==> config.mk <==
export PLATFORM = sky130hd
export DESIGN_NAME = adcbc_top
export DESIGN_NICKNAME = d
export VERILOG_FILES = /design/src/hdl/adcbc_sync.v /design/src/hdl/adcbc_seq.v /design/src/hdl/adcbc_top.v
export VERILOG_INCLUDE_DIRS = /design/src /design/src/hdl
export SDC_FILE = /design/constraint.sdc
export NUM_CORES = 1
export LEC_CHECK = 0
export ABC_CLOCK_PERIOD_IN_PS = 5050
export BUFFER_PORTS_ARGS = -buffer_cell sky130_fd_sc_hd__buf_2
export CORE_UTILIZATION = 45
export DETAILED_ROUTE_END_ITERATION = 16
export GPL_TIMING_DRIVEN = 0
export PLACE_DENSITY = 0.63
export SLEW_MARGIN = 10
export SYNTH_ARGS = -nofsm -noshare
export SYNTH_HDL_FRONTEND = slang
export SYNTH_SLANG_ARGS = --single-unit
==> constraint.sdc <==
create_clock -name clk -period 5.05 [get_ports clk]
set_input_delay 1.01 -clock clk [delete_from_list [all_inputs] [get_ports clk]]
set_output_delay 1.01 -clock clk [all_outputs]
set_load 0.01 [all_outputs]
==> src/hdl/adcbc_regs.vh <==
/*
 * Register offsets, field positions, reset values and timing constants of the
 * converter bus and mode control block.
 * Assumes a 24-bit APB byte address with one 32-bit word per register.
 */
`ifndef ADCBC_REGS_VH
`define ADCBC_REGS_VH

// ----------------------------------------------------------------
// module placement
// ----------------------------------------------------------------
`define ADCBC_BASE_ADDR 24'hFFF700
`define ADCBC_REGION_MSB 23
`define ADCBC_REGION_LSB 7

// ----------------------------------------------------------------
// word offsets inside the 32-word region
// ----------------------------------------------------------------
`define ADCBC_OFF_MCR 7'h00
`define ADCBC_OFF_TST 7'h04
`define ADCBC_OFF_RSV0 7'h08
`define ADCBC_OFF_PORT 7'h0C
`define ADCBC_OFF_CTLA 7'h10
`define ADCBC_OFF_CTLB 7'h14
`define ADCBC_OFF_STAT 7'h18
`define ADCBC_OFF_RSV1 7'h1C
`define ADCBC_OFF_RJU 7'h20
`define ADCBC_OFF_LJS 7'h40
`define ADCBC_OFF_LJU 7'h60

// ----------------------------------------------------------------
// module configuration register
// ----------------------------------------------------------------
`define ADCBC_MCR_STOP 7
`define ADCBC_MCR_FRZ_HI 5
`define ADCBC_MCR_FRZ_LO 4
`define ADCBC_MCR_RST 8'h80
`define ADCBC_FRZ_IGNORE 2'h0
`define ADCBC_FRZ_RSVD 2'h1
`define ADCBC_FRZ_FINISH 2'h2
`define ADCBC_FRZ_NOW 2'h3

// ----------------------------------------------------------------
// conversion control register a
// ----------------------------------------------------------------
`define ADCBC_CTLA_RES10 7
`define ADCBC_CTLA_STS_HI 6
`define ADCBC_CTLA_STS_LO 5
`define ADCBC_CTLA_PRS_HI 4
`define ADCBC_CTLA_PRS_LO 0
`define ADCBC_CTLA_RST 8'h03

// ----------------------------------------------------------------
// conversion control register b
// ----------------------------------------------------------------
`define ADCBC_CTLB_SCAN 6
`define ADCBC_CTLB_MULT 5
`define ADCBC_CTLB_S8CM 4
`define ADCBC_CTLB_CH_HI 3
`define ADCBC_CTLB_CH_LO 0
`define ADCBC_CTLB_RST 7'h00

// ----------------------------------------------------------------
// status register
// ----------------------------------------------------------------
`define ADCBC_STAT_SCF 15
`define ADCBC_STAT_CCTR_HI 10
`define ADCBC_STAT_CCTR_LO 8

// ----------------------------------------------------------------
// timing
// ----------------------------------------------------------------
`define ADCBC_SAMPLE_FIXED 5'h04
`define ADCBC_TST_RST 8'h00

`endif

==> src/hdl/adcbc_sync.v <==
/*
 * Two-flop synchroniser, one instance per bit through a generate loop.
 * Assumes inputs come from pins outside the clock domain.
 */
`timescale 1ns/1ps
module adcbc_sync #(
    parameter WIDTH = 8
) (
    // clock and reset
    input wire clk,
    input wire rstN,
    // data
    input wire [WIDTH-1:0] asyncIn,
    output wire [WIDTH-1:0] syncOut
);
    genvar i;
    generate
        for (i = 0; i < WIDTH; i = i + 1) begin : g_bit
            reg meta_r;
            reg sync_r;
            always @(posedge clk or negedge rstN) begin
                if (!rstN) begin
                    meta_r <= 1'b0;
                    sync_r <= 1'b0;
                end else begin
                    meta_r <= asyncIn[i];
                    sync_r <= meta_r;
                end
            end
            assign syncOut[i] = sync_r;
        end
    endgenerate
endmodule // adcbc_sync

==> src/hdl/adcbc_seq.v <==
/*
 * Conversion sequencer: prescaler, sample phase, successive approximation and
 * sequence stepping across channels, with abort, stop and freeze holds.
 * Assumes the comparator input is already synchronised to clk.
 */
`timescale 1ns/1ps
`include "adcbc_regs.vh"
module adcbc_seq (
    // clock and reset
    input wire clk,
    input wire rstN,
    // control
    input wire abort,
    input wire start,
    input wire hold,
    input wire holdAtEnd,
    input wire res10,
    input wire [1:0] sts,
    input wire [4:0] prs,
    input wire scan,
    input wire mult,
    input wire s8cm,
    input wire [3:0] chan,
    input wire compIn,
    // status and results
    output reg busy,
    output reg [2:0] convIdx,
    output reg [3:0] curChan,
    output reg [9:0] trial,
    output reg resWr,
    output reg seqDone
);
    localparam ST_IDLE = 3'b001;
    localparam ST_SAMPLE = 3'b010;
    localparam ST_CONV = 3'b100;

    reg [2:0] state_r;
    reg [5:0] pre_r;
    reg half_r;
    reg [4:0] step_r;
    reg [3:0] bit_r;
    wire tick = (pre_r == 6'h00) && half_r;
    wire [4:0] sampleLen = `ADCBC_SAMPLE_FIXED + (5'h02 << sts);
    wire [2:0] lastIdx = s8cm ? 3'h7 : 3'h3;
    wire [3:0] nextChan = mult ? {chan[3] , (s8cm ? 3'h0 : {chan[2], 2'h0})} : chan;
    // freeze in finish mode only takes hold between conversions
    wire frozen = hold || (holdAtEnd && state_r == ST_SAMPLE && step_r == 5'h00);

    always @* begin
        curChan = mult ? (nextChan | {1'b0, convIdx}) : chan;
    end

    always @(posedge clk or negedge rstN) begin
        if (!rstN) begin
            state_r <= ST_IDLE;
            pre_r <= 6'h00;
            half_r <= 1'b0;
            step_r <= 5'h00;
            bit_r <= 4'h0;
            busy <= 1'b0;
            convIdx <= 3'h0;
            trial <= 10'h000;
            resWr <= 1'b0;
            seqDone <= 1'b0;
        end else begin
            resWr <= 1'b0;
            seqDone <= 1'b0;
            if (abort) begin
                state_r <= start ? ST_SAMPLE : ST_IDLE;
                busy <= start;
                pre_r <= 6'h00;
                half_r <= 1'b0;
                step_r <= 5'h00;
                convIdx <= 3'h0;
                trial <= 10'h000;
            end else if (!frozen && state_r != ST_IDLE) begin
                // prescaler: modulus stage then divide by two
                if (pre_r == 6'h00) begin
                    pre_r <= {1'b0, prs};
                    half_r <= ~half_r;
                end else begin
                    pre_r <= pre_r - 6'h01;
                end
                if (tick) begin
                    case (state_r)
                        ST_SAMPLE: begin
                            if (step_r == sampleLen - 5'h01) begin
                                step_r <= 5'h00;
                                state_r <= ST_CONV;
                                // 8-bit results sit in the upper trial bits, so both start at the msb
                                bit_r <= 4'h9;
                                trial <= 10'h200;
                            end else begin
                                step_r <= step_r + 5'h01;
                            end
                        end
                        ST_CONV: begin
                            if (!compIn) begin
                                trial[bit_r] <= 1'b0;
                            end
                            if (bit_r == (res10 ? 4'h0 : 4'h2)) begin
                                resWr <= 1'b1;
                                state_r <= ST_SAMPLE;
                                if (convIdx == lastIdx || !mult && !s8cm && !scan && convIdx == 3'h0) begin
                                    seqDone <= 1'b1;
                                    convIdx <= 3'h0;
                                    if (!scan) begin
                                        state_r <= ST_IDLE;
                                        busy <= 1'b0;
                                    end
                                end else begin
                                    convIdx <= convIdx + 3'h1;
                                end
                            end else begin
                                bit_r <= bit_r - 4'h1;
                                trial[bit_r - 4'h1] <= 1'b1;
                            end
                        end
                        default: state_r <= ST_IDLE;
                    endcase
                end
            end
        end
    end
endmodule // adcbc_seq

==> src/hdl/adcbc_top.v <==
/*
 * Converter bus and mode control: APB slave over a 32-word register region,
 * digital read of the analog pins, result routing in three formats, low-power
 * stop and debug freeze handling around the conversion sequencer.
 * Assumes an APB master on clk, asynchronous pin inputs and an analog front
 * end that returns one comparator decision per approximation step.
 */
// Functional notes
// The block decodes 32 words: five control/status, one port, 24 results and two reserved.
// The region base follows the module map bit and sits at FFF700 when that bit is set.
// Configuration, test and port registers form one group, conversion and result registers another.
// Buffered registers update at once, and a write to any conversion control register aborts a conversion.
// The block acts only as a slave, answers every access to its region and synchronises converter signals.
// Results are routed onto the bus in right unsigned, left signed and left unsigned formats.
// The eight analog pins read as an input-only 8-bit port with no direction register.
// The converter has eight operating modes and 8-bit or 10-bit resolution.
// While stop is set the converter core idles yet every register stays accessible.
// Setting stop during a conversion aborts it.
// Stop is set by reset and software clears it and waits a recovery time before converting.
// The freeze field picks ignore, finish then freeze, or freeze at once.
// While frozen all converter activity stops and control and status stay valid; converterClkOn stays on when frozen in finish mode.
// When freeze negates the interrupted sequence continues at its next step.
// Writing control register a aborts the sequence and halts until register b is written.
// Writing control register b aborts the sequence and starts a new one with the new settings; none starts while stop is set or pwdata bit 31 is set.
// The reserved freeze value 01 behaves like 00 and ignores freeze.
`timescale 1ns/1ps
`include "adcbc_regs.vh"
module adcbc_top (
    // clock and reset
    input wire clk,
    input wire nrst,
    // apb slave
    input wire psel,
    input wire penable,
    input wire pwrite,
    input wire [23:0] paddr,
    input wire [31:0] pwdata,
    output reg [31:0] prdata,
    output reg pready,
    output reg pslverr,
    // system
    input wire moduleMapBit,
    input wire freezeIn,
    // analog side
    input wire [7:0] analogPortPins,
    input wire compIn,
    output reg [3:0] muxSel,
    output reg [9:0] dacTrial,
    output reg converterClkOn
);
    // ----------------------------------------------------------------
    // reset release and pin synchronisers
    // ----------------------------------------------------------------
    reg rstMeta_r;
    reg rstN;
    always @(posedge clk or negedge nrst) begin
        if (!nrst) begin
            rstMeta_r <= 1'b0;
            rstN <= 1'b0;
        end else begin
            rstMeta_r <= 1'b1;
            rstN <= rstMeta_r;
        end
    end

    wire [9:0] pinSync;
    adcbc_sync #(.WIDTH(10)) uSync (
        .clk(clk),
        .rstN(rstN),
        .asyncIn({freezeIn, compIn, analogPortPins}),
        .syncOut(pinSync)
    );
    wire freezeS = pinSync[9];
    wire compS = pinSync[8];
    wire [7:0] portS = pinSync[7:0];

    // ----------------------------------------------------------------
    // registers
    // ----------------------------------------------------------------
    reg [7:0] mcr_r;
    reg [7:0] tst_r;
    reg [7:0] ctla_r;
    reg [6:0] ctlb_r;
    reg [7:0] ccf_r;
    reg [7:0] ccf_nxt;
    reg scf_r;
    reg scf_nxt;
    reg [9:0] res_r [0:7];
    reg [7:0] resIs10_r;
    // convIdx has already stepped on when resWr shows, so keep the index it had
    reg [2:0] resIdx_r;

    // ----------------------------------------------------------------
    // address decode
    // ----------------------------------------------------------------
    wire [23:0] baseConst = `ADCBC_BASE_ADDR;
    wire [23:0] baseAddr = {moduleMapBit, baseConst[22:0]};
    wire inRegion = paddr[`ADCBC_REGION_MSB:`ADCBC_REGION_LSB] ==
        baseAddr[`ADCBC_REGION_MSB:`ADCBC_REGION_LSB];
    wire [6:0] off = {paddr[6:2], 2'b00};
    wire wrStb = psel && penable && pready && pwrite && inRegion;
    wire wrMcr = wrStb && off == `ADCBC_OFF_MCR;
    wire wrTst = wrStb && off == `ADCBC_OFF_TST;
    wire wrCtla = wrStb && off == `ADCBC_OFF_CTLA;
    wire wrCtlb = wrStb && off == `ADCBC_OFF_CTLB;

    wire stopBit = mcr_r[`ADCBC_MCR_STOP];
    wire [1:0] frzField = mcr_r[`ADCBC_MCR_FRZ_HI:`ADCBC_MCR_FRZ_LO];
    // stop rising by a write aborts; ctla/ctlb writes abort too
    wire stopSet = wrMcr && pwdata[`ADCBC_MCR_STOP] && !stopBit;
    wire seqAbort = wrCtla || wrCtlb || stopSet;
    wire seqStart = wrCtlb && !stopBit && !pwdata[`ADCBC_MCR_STOP + 24];
    wire frzNow = freezeS && frzField == `ADCBC_FRZ_NOW;
    wire frzEnd = freezeS && frzField == `ADCBC_FRZ_FINISH;

    // ----------------------------------------------------------------
    // sequencer
    // ----------------------------------------------------------------
    wire busy;
    wire [2:0] convIdx;
    wire [3:0] curChan;
    wire [9:0] trial;
    wire resWr;
    wire seqDone;
    adcbc_seq uSeq (
        .clk(clk),
        .rstN(rstN),
        .abort(seqAbort),
        .start(seqStart),
        .hold(stopBit || frzNow),
        .holdAtEnd(frzEnd),
        .res10(ctla_r[`ADCBC_CTLA_RES10]),
        .sts(ctla_r[`ADCBC_CTLA_STS_HI:`ADCBC_CTLA_STS_LO]),
        .prs(ctla_r[`ADCBC_CTLA_PRS_HI:`ADCBC_CTLA_PRS_LO]),
        .scan(ctlb_r[`ADCBC_CTLB_SCAN]),
        .mult(ctlb_r[`ADCBC_CTLB_MULT]),
        .s8cm(ctlb_r[`ADCBC_CTLB_S8CM]),
        .chan(ctlb_r[`ADCBC_CTLB_CH_HI:`ADCBC_CTLB_CH_LO]),
        .compIn(compS),
        .busy(busy),
        .convIdx(convIdx),
        .curChan(curChan),
        .trial(trial),
        .resWr(resWr),
        .seqDone(seqDone)
    );

    // ----------------------------------------------------------------
    // register writes and status flags
    // ----------------------------------------------------------------
    always @* begin
        ccf_nxt = ccf_r;
        scf_nxt = scf_r;
        if (wrCtla || wrCtlb) begin
            ccf_nxt = 8'h00;
            scf_nxt = 1'b0;
        end
        // a completion in the clearing cycle must not be lost
        if (resWr) begin
            ccf_nxt[resIdx_r] = 1'b1;
        end
        if (seqDone) begin
            scf_nxt = 1'b1;
        end
    end

    always @(posedge clk or negedge rstN) begin
        if (!rstN) begin
            mcr_r <= `ADCBC_MCR_RST;
            tst_r <= `ADCBC_TST_RST;
            ctla_r <= `ADCBC_CTLA_RST;
            ctlb_r <= `ADCBC_CTLB_RST;
            ccf_r <= 8'h00;
            scf_r <= 1'b0;
            resIs10_r <= 8'h00;
            resIdx_r <= 3'h0;
        end else begin
            resIdx_r <= convIdx;
            ccf_r <= ccf_nxt;
            scf_r <= scf_nxt;
            if (wrMcr) begin
                mcr_r <= pwdata[7:0] & 8'hB0;
            end
            if (wrTst) begin
                tst_r <= pwdata[7:0];
            end
            if (wrCtla) begin
                ctla_r <= pwdata[7:0];
            end
            if (wrCtlb) begin
                ctlb_r <= pwdata[6:0];
            end
            if (resWr) begin
                resIs10_r[resIdx_r] <= ctla_r[`ADCBC_CTLA_RES10];
            end
        end
    end

    // result memory has no reset; ccf tells software which words are fresh
    always @(posedge clk) begin
        if (resWr) begin
            res_r[resIdx_r] <= trial;
        end
    end

    // ----------------------------------------------------------------
    // read mux and result formats
    // ----------------------------------------------------------------
    reg [31:0] rdData;
    reg [9:0] rv;
    reg [9:0] leftV;
    always @* begin
        rv = res_r[paddr[4:2]];
        leftV = resIs10_r[paddr[4:2]] ? rv : {rv[9:2], 2'b00};
        rdData = 32'h00000000;
        case (off[6:5])
            2'h0: begin
                case (off)
                    `ADCBC_OFF_MCR: rdData = {24'h000000, mcr_r};
                    `ADCBC_OFF_TST: rdData = {24'h000000, tst_r};
                    `ADCBC_OFF_PORT: rdData = {24'h000000, portS};
                    `ADCBC_OFF_CTLA: rdData = {24'h000000, ctla_r};
                    `ADCBC_OFF_CTLB: rdData = {25'h0000000, ctlb_r};
                    `ADCBC_OFF_STAT: rdData = {16'h0000, scf_r, 4'h0, convIdx, ccf_r};
                    default: rdData = 32'h00000000;
                endcase
            end
            2'h1: rdData = resIs10_r[paddr[4:2]] ? {22'h000000, rv} : {24'h000000, rv[9:2]};
            2'h2: rdData = {16'h0000, ~leftV[9], leftV[8:0], 6'h00};
            default: rdData = {16'h0000, leftV, 6'h00};
        endcase
    end

    // ----------------------------------------------------------------
    // apb answer: one wait-free access cycle for every transfer
    // ----------------------------------------------------------------
    always @(posedge clk or negedge rstN) begin
        if (!rstN) begin
            prdata <= 32'h00000000;
            pready <= 1'b0;
            pslverr <= 1'b0;
            muxSel <= 4'h0;
            dacTrial <= 10'h000;
            converterClkOn <= 1'b0;
        end else begin
            pready <= psel && !penable;
            pslverr <= psel && !penable && !inRegion;
            if (psel && !penable) begin
                prdata <= (inRegion && !pwrite) ? rdData : 32'h00000000;
            end
            muxSel <= curChan;
            dacTrial <= trial;
            converterClkOn <= !stopBit && !frzNow && busy;
        end
    end
endmodule // adcbc_top

==> metrics.md, run 1 <==
| Metric | Value |
|---|---|
| R2R Setup Slk | around 2600 ps |
| Crit-path max cell delay | 590 ps |
| Synth unique cells | 75 |
| Tot Pwr | ~3.9 mW |
| CTS Buf Count | 24 |
| Reg2reg path depth | 8 |
| Slew @ Worst Pin | between 800 and 900 ps |
| Inst Count DP | approximately 1.1k |
| CP Cell Sequence | buf_2, buf_2, buf_1, mux2i_1, mux2i_1, a221o_1, a31o_1 |
| Clock Tree Buf Depth | 3 |
| Starting density of the core | approximately 46% |
| Leak | 4.768 nW |
| CP max FO | 10 |
| GR Util All Layers | between 20% and 30% |
| DR iter-0 viols | roughly 500 |
| Proportion of layout cells with a drive suffix above 1 | around 27% |
| Critical Path End Type | register |
| Cell count after synthesis | 730 |
| RSZ-0062 raised after global routing | no |
| Yosys warning count | 0 |
| Core footprint | approximately 0.021 mm2 |
| Max-Cap Viols | 0 |
| First-pass GRT wire length | around 36 mm |
| Most frequent cells in the layout | dfrtp_1, buf_2, edfxtp_1 |
| WHS | about 280 ps |
| Buffers on Ports | 76 |
| Pwr dens | 338.7 mW/mm2 |
| Post-synth design cell area | 0.009661 mm2 |
| Wire per inst | about 20 um |
| R2r endpoint | uSeq.trial[2] |
| Fmax | 341.7 MHz |
| Synth top area share | between 30% and 40% |
| Routed WL | around 23 mm |
| Fin Setup TNS | 0 ps |
| Worst slack at placement | 1559 ps |
| Postcts setup bufs | 0 |
| Hold Crit Class | register to async pin |
| Non-filler instance count after layout | ~1.1k |
| IO Count | approximately 120 |
| Worst slew margin | roughly 44% |
| Synthesized area per cell | between 10 and 15 um2 |
| Resize count post-CTS | 0 |
| Status | finished clean |
| Vias/cell | ~5.6 |
| Worst vdd ir | 0.0002463 V |
| Critical path's top delay family | buffers and inverters |
| Commonest non-fill, non-tap cell in the layout | dfrtp_1 |
| Post-route ant nets | 0 |
| Post-synth top area cell | dfrtp_1 |
| Initial antenna violation count | 0 |
| # fillers | roughly 1.8k |
| Area Overhead vs Synth | 18.35% |
| Final Hold Vio Count | 0 |
| Total clock sinks | about 220 |
| GRT overflow | 0 |
| Final setup margin | 2124 ps |
| Final number of setup-violating endpoints | 0 |
| Crit share post-route | 57.95% |
| Clock Latency Late Sink | about 520 ps |
| Number of flops mapped to enable cells by yosys | 80 |
| H-Tree Depth | 1 |
| #FFs+latches synth | approximately 220 |
| CTS root buf | clkbuf_16 |
| CTS Hold Bufs | 0 |
| Hpwl dp | 16.65 mm |
| Placed cell area | 0.01055 mm2 |
| Buf/Inv on CP | 3 |
| Number of detailed-route iterations in the first pass | 5 |
| Synth area leaders | dfrtp_1, edfxtp_1, mux4_2, mux2_2, nand2_1 |
| CP Class | input pin to register |
| Die H | between 100 and 150 um |
| Worst Skew | 10.77 ps |
| Die area | 0.02206 mm2 |
| Startpoint types | input pin |
| Clock transition at path regs | 60 ps |
| Placer Congestion | 0.8931 |
| Synth async-reset ratio | between 60% and 70% |
| Die span in x | between 100 and 150 um |
| Rows | 53 |
| Number of diodes | 0 |
| Largest net degree at the start of global routing | a little under 60 |
| CP Data Arrival Time | around 3300 ps |
| Min cycle time layout | a little under 3000 ps |
| Fin nets | a little over 900 |
| Final Max Slew Viols | 0 |
| Fin area | approximately 0.011 mm2 |
| Vias in the first global route | between 6k and 7k |
| Post-layout util | between 50% and 60% |
| Synth Flop Type | dfrtp_1 |
| CTS tree | yes |
| R2r startpoint | uSeq.pre_r[0] |
| Vias | 6,383 |
| Crit path required time | roughly 5500 ps |
| Slowest CP cell | buf_1 |
| Post-synthesis sequential area ratio | between 60% and 70% |
| # DRC | 0 |
-- cell type report --
| class | instances | area (um2) | share of cell area [%] |
|---|---|---|---|
| multi-input combinational | 472 | 3625 | 31.70 |
| clock buffer | 31 | 678.2 | 5.931 |
| clock inverter | 13 | 192.7 | 1.685 |
| buffer | 42 | 256.5 | 2.243 |
| tap | 275 | 344.1 | 3.009 |
| sequential | 216 | 5814 | 50.85 |
| timing repair buffer | 81 | 466.7 | 4.082 |
| inverter | 15 | 56.30 | 0.4924 |
-- how the worst max path moves through the flow --
stage | endpoint | start | cells past startpoint | slack (ps)
2_1_floorplan | ccf_r[0] | rstN | 0 | 990
3_3_place_gp | dacTrial[5] | rstN | 0 | -700
3_5_place_dp | prdata[6] | paddr[2] | 7 | 1560
4_1_cts | prdata[6] | paddr[2] | 7 | 2090
5_1_grt | prdata[6] | paddr[2] | 7 | 2000
6_report | prdata[6] | paddr[2] | 7 | 2120
-- kinds of logic after synthesis --
logic type | share of synthesized area [%]
flip-flops | 60.15
adder cells (fa/ha/maj) | 1.425
AND/OR/NAND/NOR | 11.99
buffers and inverters | 3.238
AO/OA/AOI/OAI | 10.36
other | 0.07774
multiplexers | 12.14
XOR/XNOR | 0.6217
-- synth_stat cells, types with 11 or more instances --
library cell / instances
inv_1: 15
a22oi_1: 15
mux2_1: 15
nor3_1: 11
o21ai_0: 21
nand3_1: 16
ha_1: 11
mux2_2: 34
mux2i_1: 17
buf_4: 22
dfrtp_1: 132
nand2_1: 51
a21oi_1: 31
nor2_1: 44
mux4_2: 19
a21o_1: 16
clkbuf_1: 11
edfxtp_1: 80
-- power breakdown --
group / leakage [nW] / total, mW / internal [mW] / switching, mW
logic: 2.07 / 0.140 / 0.0558 / 0.0844
clock network: 0.433 / 1.90 / 1.20 / 0.695
registers: 2.27 / 1.84 / 1.82 / 0.0132
total: 4.77 / 3.87 / 3.08 / 0.792
-- registers in the layout, indices dropped and copies added (netlist names), 10 cells and up --
| name | flops |
|---|---|
| uSync.g_bit.sync_r | 10 |
| uSeq.trial | 10 |
| res_r | 80 |
| dacTrial | 10 |
| uSync.g_bit.meta_r | 10 |
| prdata | 16 |
-- routing by layer --
| layer | vias to the layer above | routed length, um | track usage, % | share of wire, % |
|---|---|---|---|---|
| met5 | - | 0 | 0 | 0 |
| met4 | 0 | 519 | 5.619 | 2.2 |
| met3 | 33 | 1460 | 3.988 | 6.3 |
| met2 | 204 | 10960 | 34.91 | 47 |
| met1 | 3184 | 10190 | 29.94 | 44 |
| li1 | 2962 | - | - | - |
(Power assumes the default switching activity.)
==> inputs of run 2 (changes only) <==
--- a/config.mk
+++ b/config.mk
@@ -6,7 +6,7 @@
 export SDC_FILE = /design/constraint.sdc
 export NUM_CORES = 1
 export LEC_CHECK = 0
-export ABC_CLOCK_PERIOD_IN_PS = 5050
+export ABC_CLOCK_PERIOD_IN_PS = 2950
 export BUFFER_PORTS_ARGS = -buffer_cell sky130_fd_sc_hd__buf_2
 export CORE_UTILIZATION = 45
 export DETAILED_ROUTE_END_ITERATION = 16
==> constraint.sdc (replaced) <==
create_clock -name clk -period 2.95 [get_ports clk]
set_input_delay 0.59 -clock clk [delete_from_list [all_inputs] [get_ports clk]]
set_output_delay 0.59 -clock clk [all_outputs]
set_load 0.01 [all_outputs]
==> run 2 against run 1 <==
  * Clock power grew 56%
  * Routed wire length shrank 0.67%
  * Clock-buffer cell count grew 6
  * Sequential share of layout area grew 0.34 points
  * Final cell count is essentially flat
==> metrics.md, run 2 (synthesized netlist as in run 1, its figures left out) <==
| Metric | Value |
|---|---|
| Post-route ant nets | 0 (unchanged) |
| CTS tree | yes |
| Most frequent cells in the layout | dfrtp_1, buf_2, edfxtp_1 |
| Leak | 4.726 nW (-0.90%) |
| Vias/cell | 5.578 (about the same) |
| Rows | 53 (unchanged) |
| Max-Cap Viols | 0 (unchanged) |
| Final setup margin | 377.8 ps (-1746 ps) |
| DR iter-0 viols | 459 (-8.4%) |
| CTS root buf | clkbuf_16 |
| Largest net degree at the start of global routing | 57 (-3.4%) |
| CP Data Arrival Time | 2970 ps (-360 ps) |
| Fin Setup TNS | 0 ps (unchanged) |
| Crit share post-route | 87.19% |
| Logic pwr share | 3.8% (+0.2 points) |
| Worst slack at placement | -146.2 ps (-1706 ps) |
| Final number of setup-violating endpoints | 0 (unchanged) |
| Proportion of layout cells with a drive suffix above 1 | 26.64% (-0.84 points) |
| Critical Path End Type | register |
| First-pass GRT wire length | 35.51 mm (-0.67%) |
| Crit path required time | 3340 ps (-2110 ps) |
| Total clock sinks | 216 (unchanged) |
| Clock Tree Buf Depth | 3 (unchanged) |
| Wire per inst | 20.05 um (-0.76%) |
| Die area | 0.02206 mm2 (unchanged) |
| Worst slew margin | 13.73% (-30 points) |
| Hpwl dp | 16.61 mm (-0.22%) |
| Worst vdd ir | 0.0003020 V (+23%) |
| Clock transition at path regs | 60 ps (about the same) |
| Hold Path Cell Cnt | 1 |
| Min cycle time layout | 2572 ps |
| Status | finished clean |
| Buffers on Ports | 76 (unchanged) |
| IO Count | 121 (unchanged) |
| Core footprint | 0.02102 mm2 (unchanged) |
| Worst Skew | 8.421 ps (-2.347 ps) |
| Max reg flops | 80 (unchanged) |
| Fmax | ~390 MHz |
| Post-layout util | 54.03% (-0.36 points) |
| # DRC | 0 (unchanged) |
| # fillers | 1,805 (+1.2%) |
| Commonest non-fill, non-tap cell in the layout | dfrtp_1 |
| GRT overflow | 0 (unchanged) |
| Vias | 6,392 (+0.14%) |
| CTS Buf Count | 24 (unchanged) |
| Inst Count DP | 1,101 (unchanged) |
| Area Overhead vs Synth | 17.56% |
| Final Hold Vio Count | 0 (unchanged) |
| GR Util All Layers | 21.42% (-0.15 points) |
| Int Power | 5.045 mW (+64%) |
| Switching share of power | 20.55% (+0.099 points) |
| Final Max Slew Viols | 0 (unchanged) |
| Fin area | 0.01136 mm2 (-0.67%) |
| Reg with most FFs | res_r |
| CP Class | input pin to register |
| Clock Latency Late Sink | 500 ps (-20 ps) |
| Die H | 148.5 um (unchanged) |
| Placer Congestion | 0.8929 (about the same) |
| Reg power frac | 49.5% (+2.1 points) |
| Hold Crit Class | input pin to register |
| Reg2reg path depth | 7 (-1) |
| H-Tree Depth | 1 (unchanged) |
| Die span in x | 148.5 um (unchanged) |
| Sw Pwr | 1.305 mW (+65%) |
| WHS | 190.5 ps (-84.66 ps) |
| Placed cell area | 0.01055 mm2 (about the same) |
| Startpoint types | input pin |
| Top flop regs | res_r x80, prdata x16 |
| Tot Pwr | 6.350 mW (+64%) |
| Fin nets | 936 (+0.11%) |
| Starting density of the core | 45.96% (unchanged) |
| Clk network pwr share | 46.7% (-2.3 points) |
| Non-filler instance count after layout | 1,146 (+0.087%) |
| RSZ-0062 raised after global routing | no |
| Initial antenna violation count | 0 (unchanged) |
| Vias in the first global route | 6,195 (-0.34%) |
| Pwr dens | 559.1 mW/mm2 (+65%) |
| Number of detailed-route iterations in the first pass | 5 (unchanged) |
| Number of diodes | 0 (unchanged) |
| CP max FO | 10 (unchanged) |
| Routed WL | 22.98 mm (-0.67%) |
| Slew @ Worst Pin | 1289 ps (+450.1 ps) |
[run 2: worst max-delay path: stages]
cell and delay [ps]:
buf_2 130, buf_2 330, buf_1 620, mux2i_1 600, mux2i_1 140, a221o_1 320, a31o_1 220
[run 2: timing repair]
| action | in CTS | in global routing |
|---|---|---|
| hold endpoints to repair | 2 | 0 |
| gates resized for setup | 0 | 0 |
| hold buffers | 1 | 0 |
| buffers inserted | 0 | 0 |
| setup endpoints to repair | 0 | 0 |
[run 2: routing by layer]
layer	global-route usage [%]	up-vias	wire length, um
met2	34.95	207	11130
met1	30.71	3209	10280
met4	4.381	0	240
met5	0	-	0
met3	2.791	25	1326
li1	-	2951	-
[run 2: power by group through the flow]
stage | Sequential, mW | Combinational, mW | Clock (mW)
final | 3.14 | 0.240 | 2.96
after global routing | 3.15 | 0.264 | 3.15
after CTS | 3.15 | 0.243 | 3.02
after detailed placement | 3.20 | 0.242 | 0
after global placement | 3.23 | 0.201 | 0
after floorplan | 3.21 | 0.128 | 0
[run 2: final cells by class]
cell class	count	area [um2]	share of cell area (%)
plain buffers	42	256.5	2.258
clock buffers	37	710.7	6.258
multi-input cells	472	3620	31.87
inverters	15	56.30	0.4958
flip-flops and latches	216	5814	51.20
well taps	275	344.1	3.030
clock inverters	7	86.33	0.7602
repair buffers	82	469.2	4.131
[run 2: final timing paths]
path                                from                     to  slack [ps]
worst max register to register    pready          uSeq.trial[2]         560
worst min-delay path              compIn  uSync.g_bit[8].meta_r         190
min in group asynchronous           rstN            dacTrial[4]         280
worst min register to register      rstN            dacTrial[4]         280
max in group asynchronous           rstN              ctla_r[0]        1680
worst max-delay path            paddr[2]              prdata[6]         380
==> inputs of run 3 (changes only) <==
--- a/config.mk
+++ b/config.mk
@@ -6,12 +6,12 @@
 export SDC_FILE = /design/constraint.sdc
 export NUM_CORES = 1
 export LEC_CHECK = 0
-export ABC_CLOCK_PERIOD_IN_PS = 2950
+export ABC_CLOCK_PERIOD_IN_PS = 2050
 export BUFFER_PORTS_ARGS = -buffer_cell sky130_fd_sc_hd__buf_2
 export CORE_UTILIZATION = 45
 export DETAILED_ROUTE_END_ITERATION = 16
 export GPL_TIMING_DRIVEN = 0
-export PLACE_DENSITY = 0.63
+export PLACE_DENSITY = 0.66
 export SLEW_MARGIN = 10
 export SYNTH_ARGS = -nofsm -noshare
 export SYNTH_HDL_FRONTEND = slang
==> constraint.sdc (replaced) <==
create_clock -name clk -period 2.05 [get_ports clk]
set_input_delay 0.41 -clock clk [delete_from_list [all_inputs] [get_ports clk]]
set_output_delay 0.41 -clock clk [all_outputs]
set_load 0.01 [all_outputs]
==> run 3 against run 2 <==
  * Routed wire length grew 3.7%
  * Register-to-register slack lost 550 ps
  * Sequential cell count is the same
  * Sequential share of layout area shrank 2.4 points
  * Worst setup slack lost 360 ps
  * Non-clock buffer count grew 28
  * Clock skew grew 11 ps
  * First-iteration DRC count grew 6.5%
  * Critical path depth shrank 1
  * Highest routed layer unchanged
==> metrics.md, run 3 (synthesized netlist as in run 1, its figures left out) <==
| Metric | Value |
|---|---|
| Status | finished clean |
| Worst slack at placement | -841.2 ps (-695.1 ps) |
| Number of diodes | 0 (unchanged) |
| Clock transition at path regs | 60 ps (about the same) |
| Max-Cap Viols | 0 (unchanged) |
| Crit share post-route | between 90 and 100% |
| Core footprint | 0.02102 mm2 (unchanged) |
| Hpwl dp | 16.55 mm (-0.38%) |
| Inst Count DP | 1,100 (-0.091%) |
| Critical Path End Type | register |
| Proportion of layout cells with a drive suffix above 1 | 33.67% (+7.0 points) |
| Crit path required time | 2440 ps (-900 ps) |
| First-pass GRT wire length | 36.11 mm (+1.7%) |
| # DRC | 0 (unchanged) |
| Clock Latency Late Sink | 520 ps (+20 ps) |
| Startpoint types | register |
| CP max FO | 6 (-4) |
| Worst slew margin | 39.91% (+26 points) |
| Leak | 4.914 nW (+4.0%) |
| Rows | 53 (unchanged) |
| Final number of setup-violating endpoints | 0 (unchanged) |
| Fin nets | 963 (+2.9%) |
| RSZ-0062 raised after global routing | yes |
| CTS Buf Count | 23 (-4.2%) |
| Wire per inst | 20.32 um (+1.4%) |
| Worst vdd ir | 0.0005444 V (+80%) |
| Largest net degree at the start of global routing | 54 (-5.3%) |
| Final Max Slew Viols | 0 (unchanged) |
| CTS root buf | clkbuf_16 |
| Fmax | around 500 MHz |
| Pwr dens | 783.2 mW/mm2 (+40%) |
| Die area | 0.02206 mm2 (unchanged) |
| Die span in x | 148.5 um (unchanged) |
| Min cycle time layout | 2035 ps |
| Clock Tree Buf Depth | 3 (unchanged) |
| Starting density of the core | 45.96% (unchanged) |
| Max reg flops | 80 (unchanged) |
| Non-filler instance count after layout | 1,172 (+2.3%) |
| Number of detailed-route iterations in the first pass | 5 (unchanged) |
| Buffers on Ports | 76 (unchanged) |
| Post-route ant nets | 0 (unchanged) |
| Vias in the first global route | 6,324 (+2.1%) |
| Vias/cell | 5.543 (-0.63%) |
| Die H | 148.5 um (unchanged) |
| Final Hold Vio Count | 0 (unchanged) |
| Post-layout util | 56.72% (+2.7 points) |
| Most frequent cells in the layout | dfrtp_1, edfxtp_1, buf_2 |
| Worst Skew | 18.96 ps (+10.54 ps) |
| H-Tree Depth | 1 (unchanged) |
| Routed WL | 23.82 mm (+3.7%) |
| CP Class | register to register |
| GRT overflow | 0 (unchanged) |
| Commonest non-fill, non-tap cell in the layout | dfrtp_1 |
| Area Overhead vs Synth | 23.43% |
| CP Data Arrival Time | 2420 ps (-550 ps) |
| Initial antenna violation count | 0 (unchanged) |
| Vias | 6,496 (+1.6%) |
| Total clock sinks | 216 (unchanged) |
| DR iter-0 viols | 489 (+6.5%) |
| Final setup margin | 14.51 ps (-363.3 ps) |
| Fin Setup TNS | 0 ps (unchanged) |
| IO Count | 121 (unchanged) |
| R2R Setup Slk | 10 ps (-550 ps) |
| Slew @ Worst Pin | 893.9 ps (-395.4 ps) |
| GR Util All Layers | 21.71% (+0.28 points) |
| Reg with most FFs | res_r |
| Hold Crit Class | input pin to register |
| Placer Congestion | 0.8838 (-1.0%) |
| CTS tree | yes |
| Top flop regs | res_r x80, prdata x16 |
-- run 3: worst max-delay path, cell delays in order, from the launching register on --
cell,delay (ps)
dfrtp_1,510
nand2_1,120
a211oi_2,330
o211ai_1,240
a211o_1,390
a211oi_2,230
a21oi_1,70
-- run 3: cell type report --
cell class	instances	area, um2
Tap cell	275	344.1
Clock inverter	12	170.2
Multi-Input combinational cell	472	3881
Timing Repair Buffer	112	734.5
Clock buffer	30	641.9
Sequential cell	216	5818
Inverter	15	56.30
Buffer	40	277.8
Fill cell	1696	9097
-- run 3: metrics by stage --
step           power, mW  cell area, um2  hold WS (ps)
6_report           9.338           11920         142.6
5_1_grt            9.615           11920         139.6
4_1_cts            9.404           11680         129.7
3_5_place_dp       4.960           10560         196.4
3_3_place_gp       4.941           10460         196.1
2_1_floorplan      4.813            9738         114.4
-- run 3: worst paths after layout --
kind,startpoint,end,depth (start not counted)
min reg2reg,rstN,dacTrial[0],0
max in group asynchronous,rstN,ctla_r[0],2
min,pwdata[2],ctlb_r[2],2
max reg2reg,ctla_r[6],uSeq.state_r[1],6
min in group asynchronous,nrst,rstN,2
max,ctla_r[6],uSeq.state_r[1],6
-- run 3: per-layer routing --
metal  vias to the layer above  share of wire, %  global-route usage, %  wire [um]
li1                       3013                 -                      -          -
met1                      3243                45                  30.40      10600
met2                       200                48                  34.84      11480
met3                        40               4.9                  3.436       1170
met4                         0               2.4                  6.495        569
met5                         -                 0                      0          0
-- run 3: power breakdown --
group	internal (mW)	total (mW)	switching [mW]
clock	2.72	4.43	1.71
sequential	4.49	4.53	0.0369
combinational	0.164	0.381	0.218
-- run 3: timing repair --
| item | CTS | global route |
|---|---|---|
| hold endpoints to repair | 12 | 0 |
| buffers inserted | 8 | 13 |
| gates resized for setup | 33 | 39 |
| hold buffers | 11 | 0 |
| endpoints found under the setup margin | 55 | 33 |
| pin swaps | 5 | 14 |
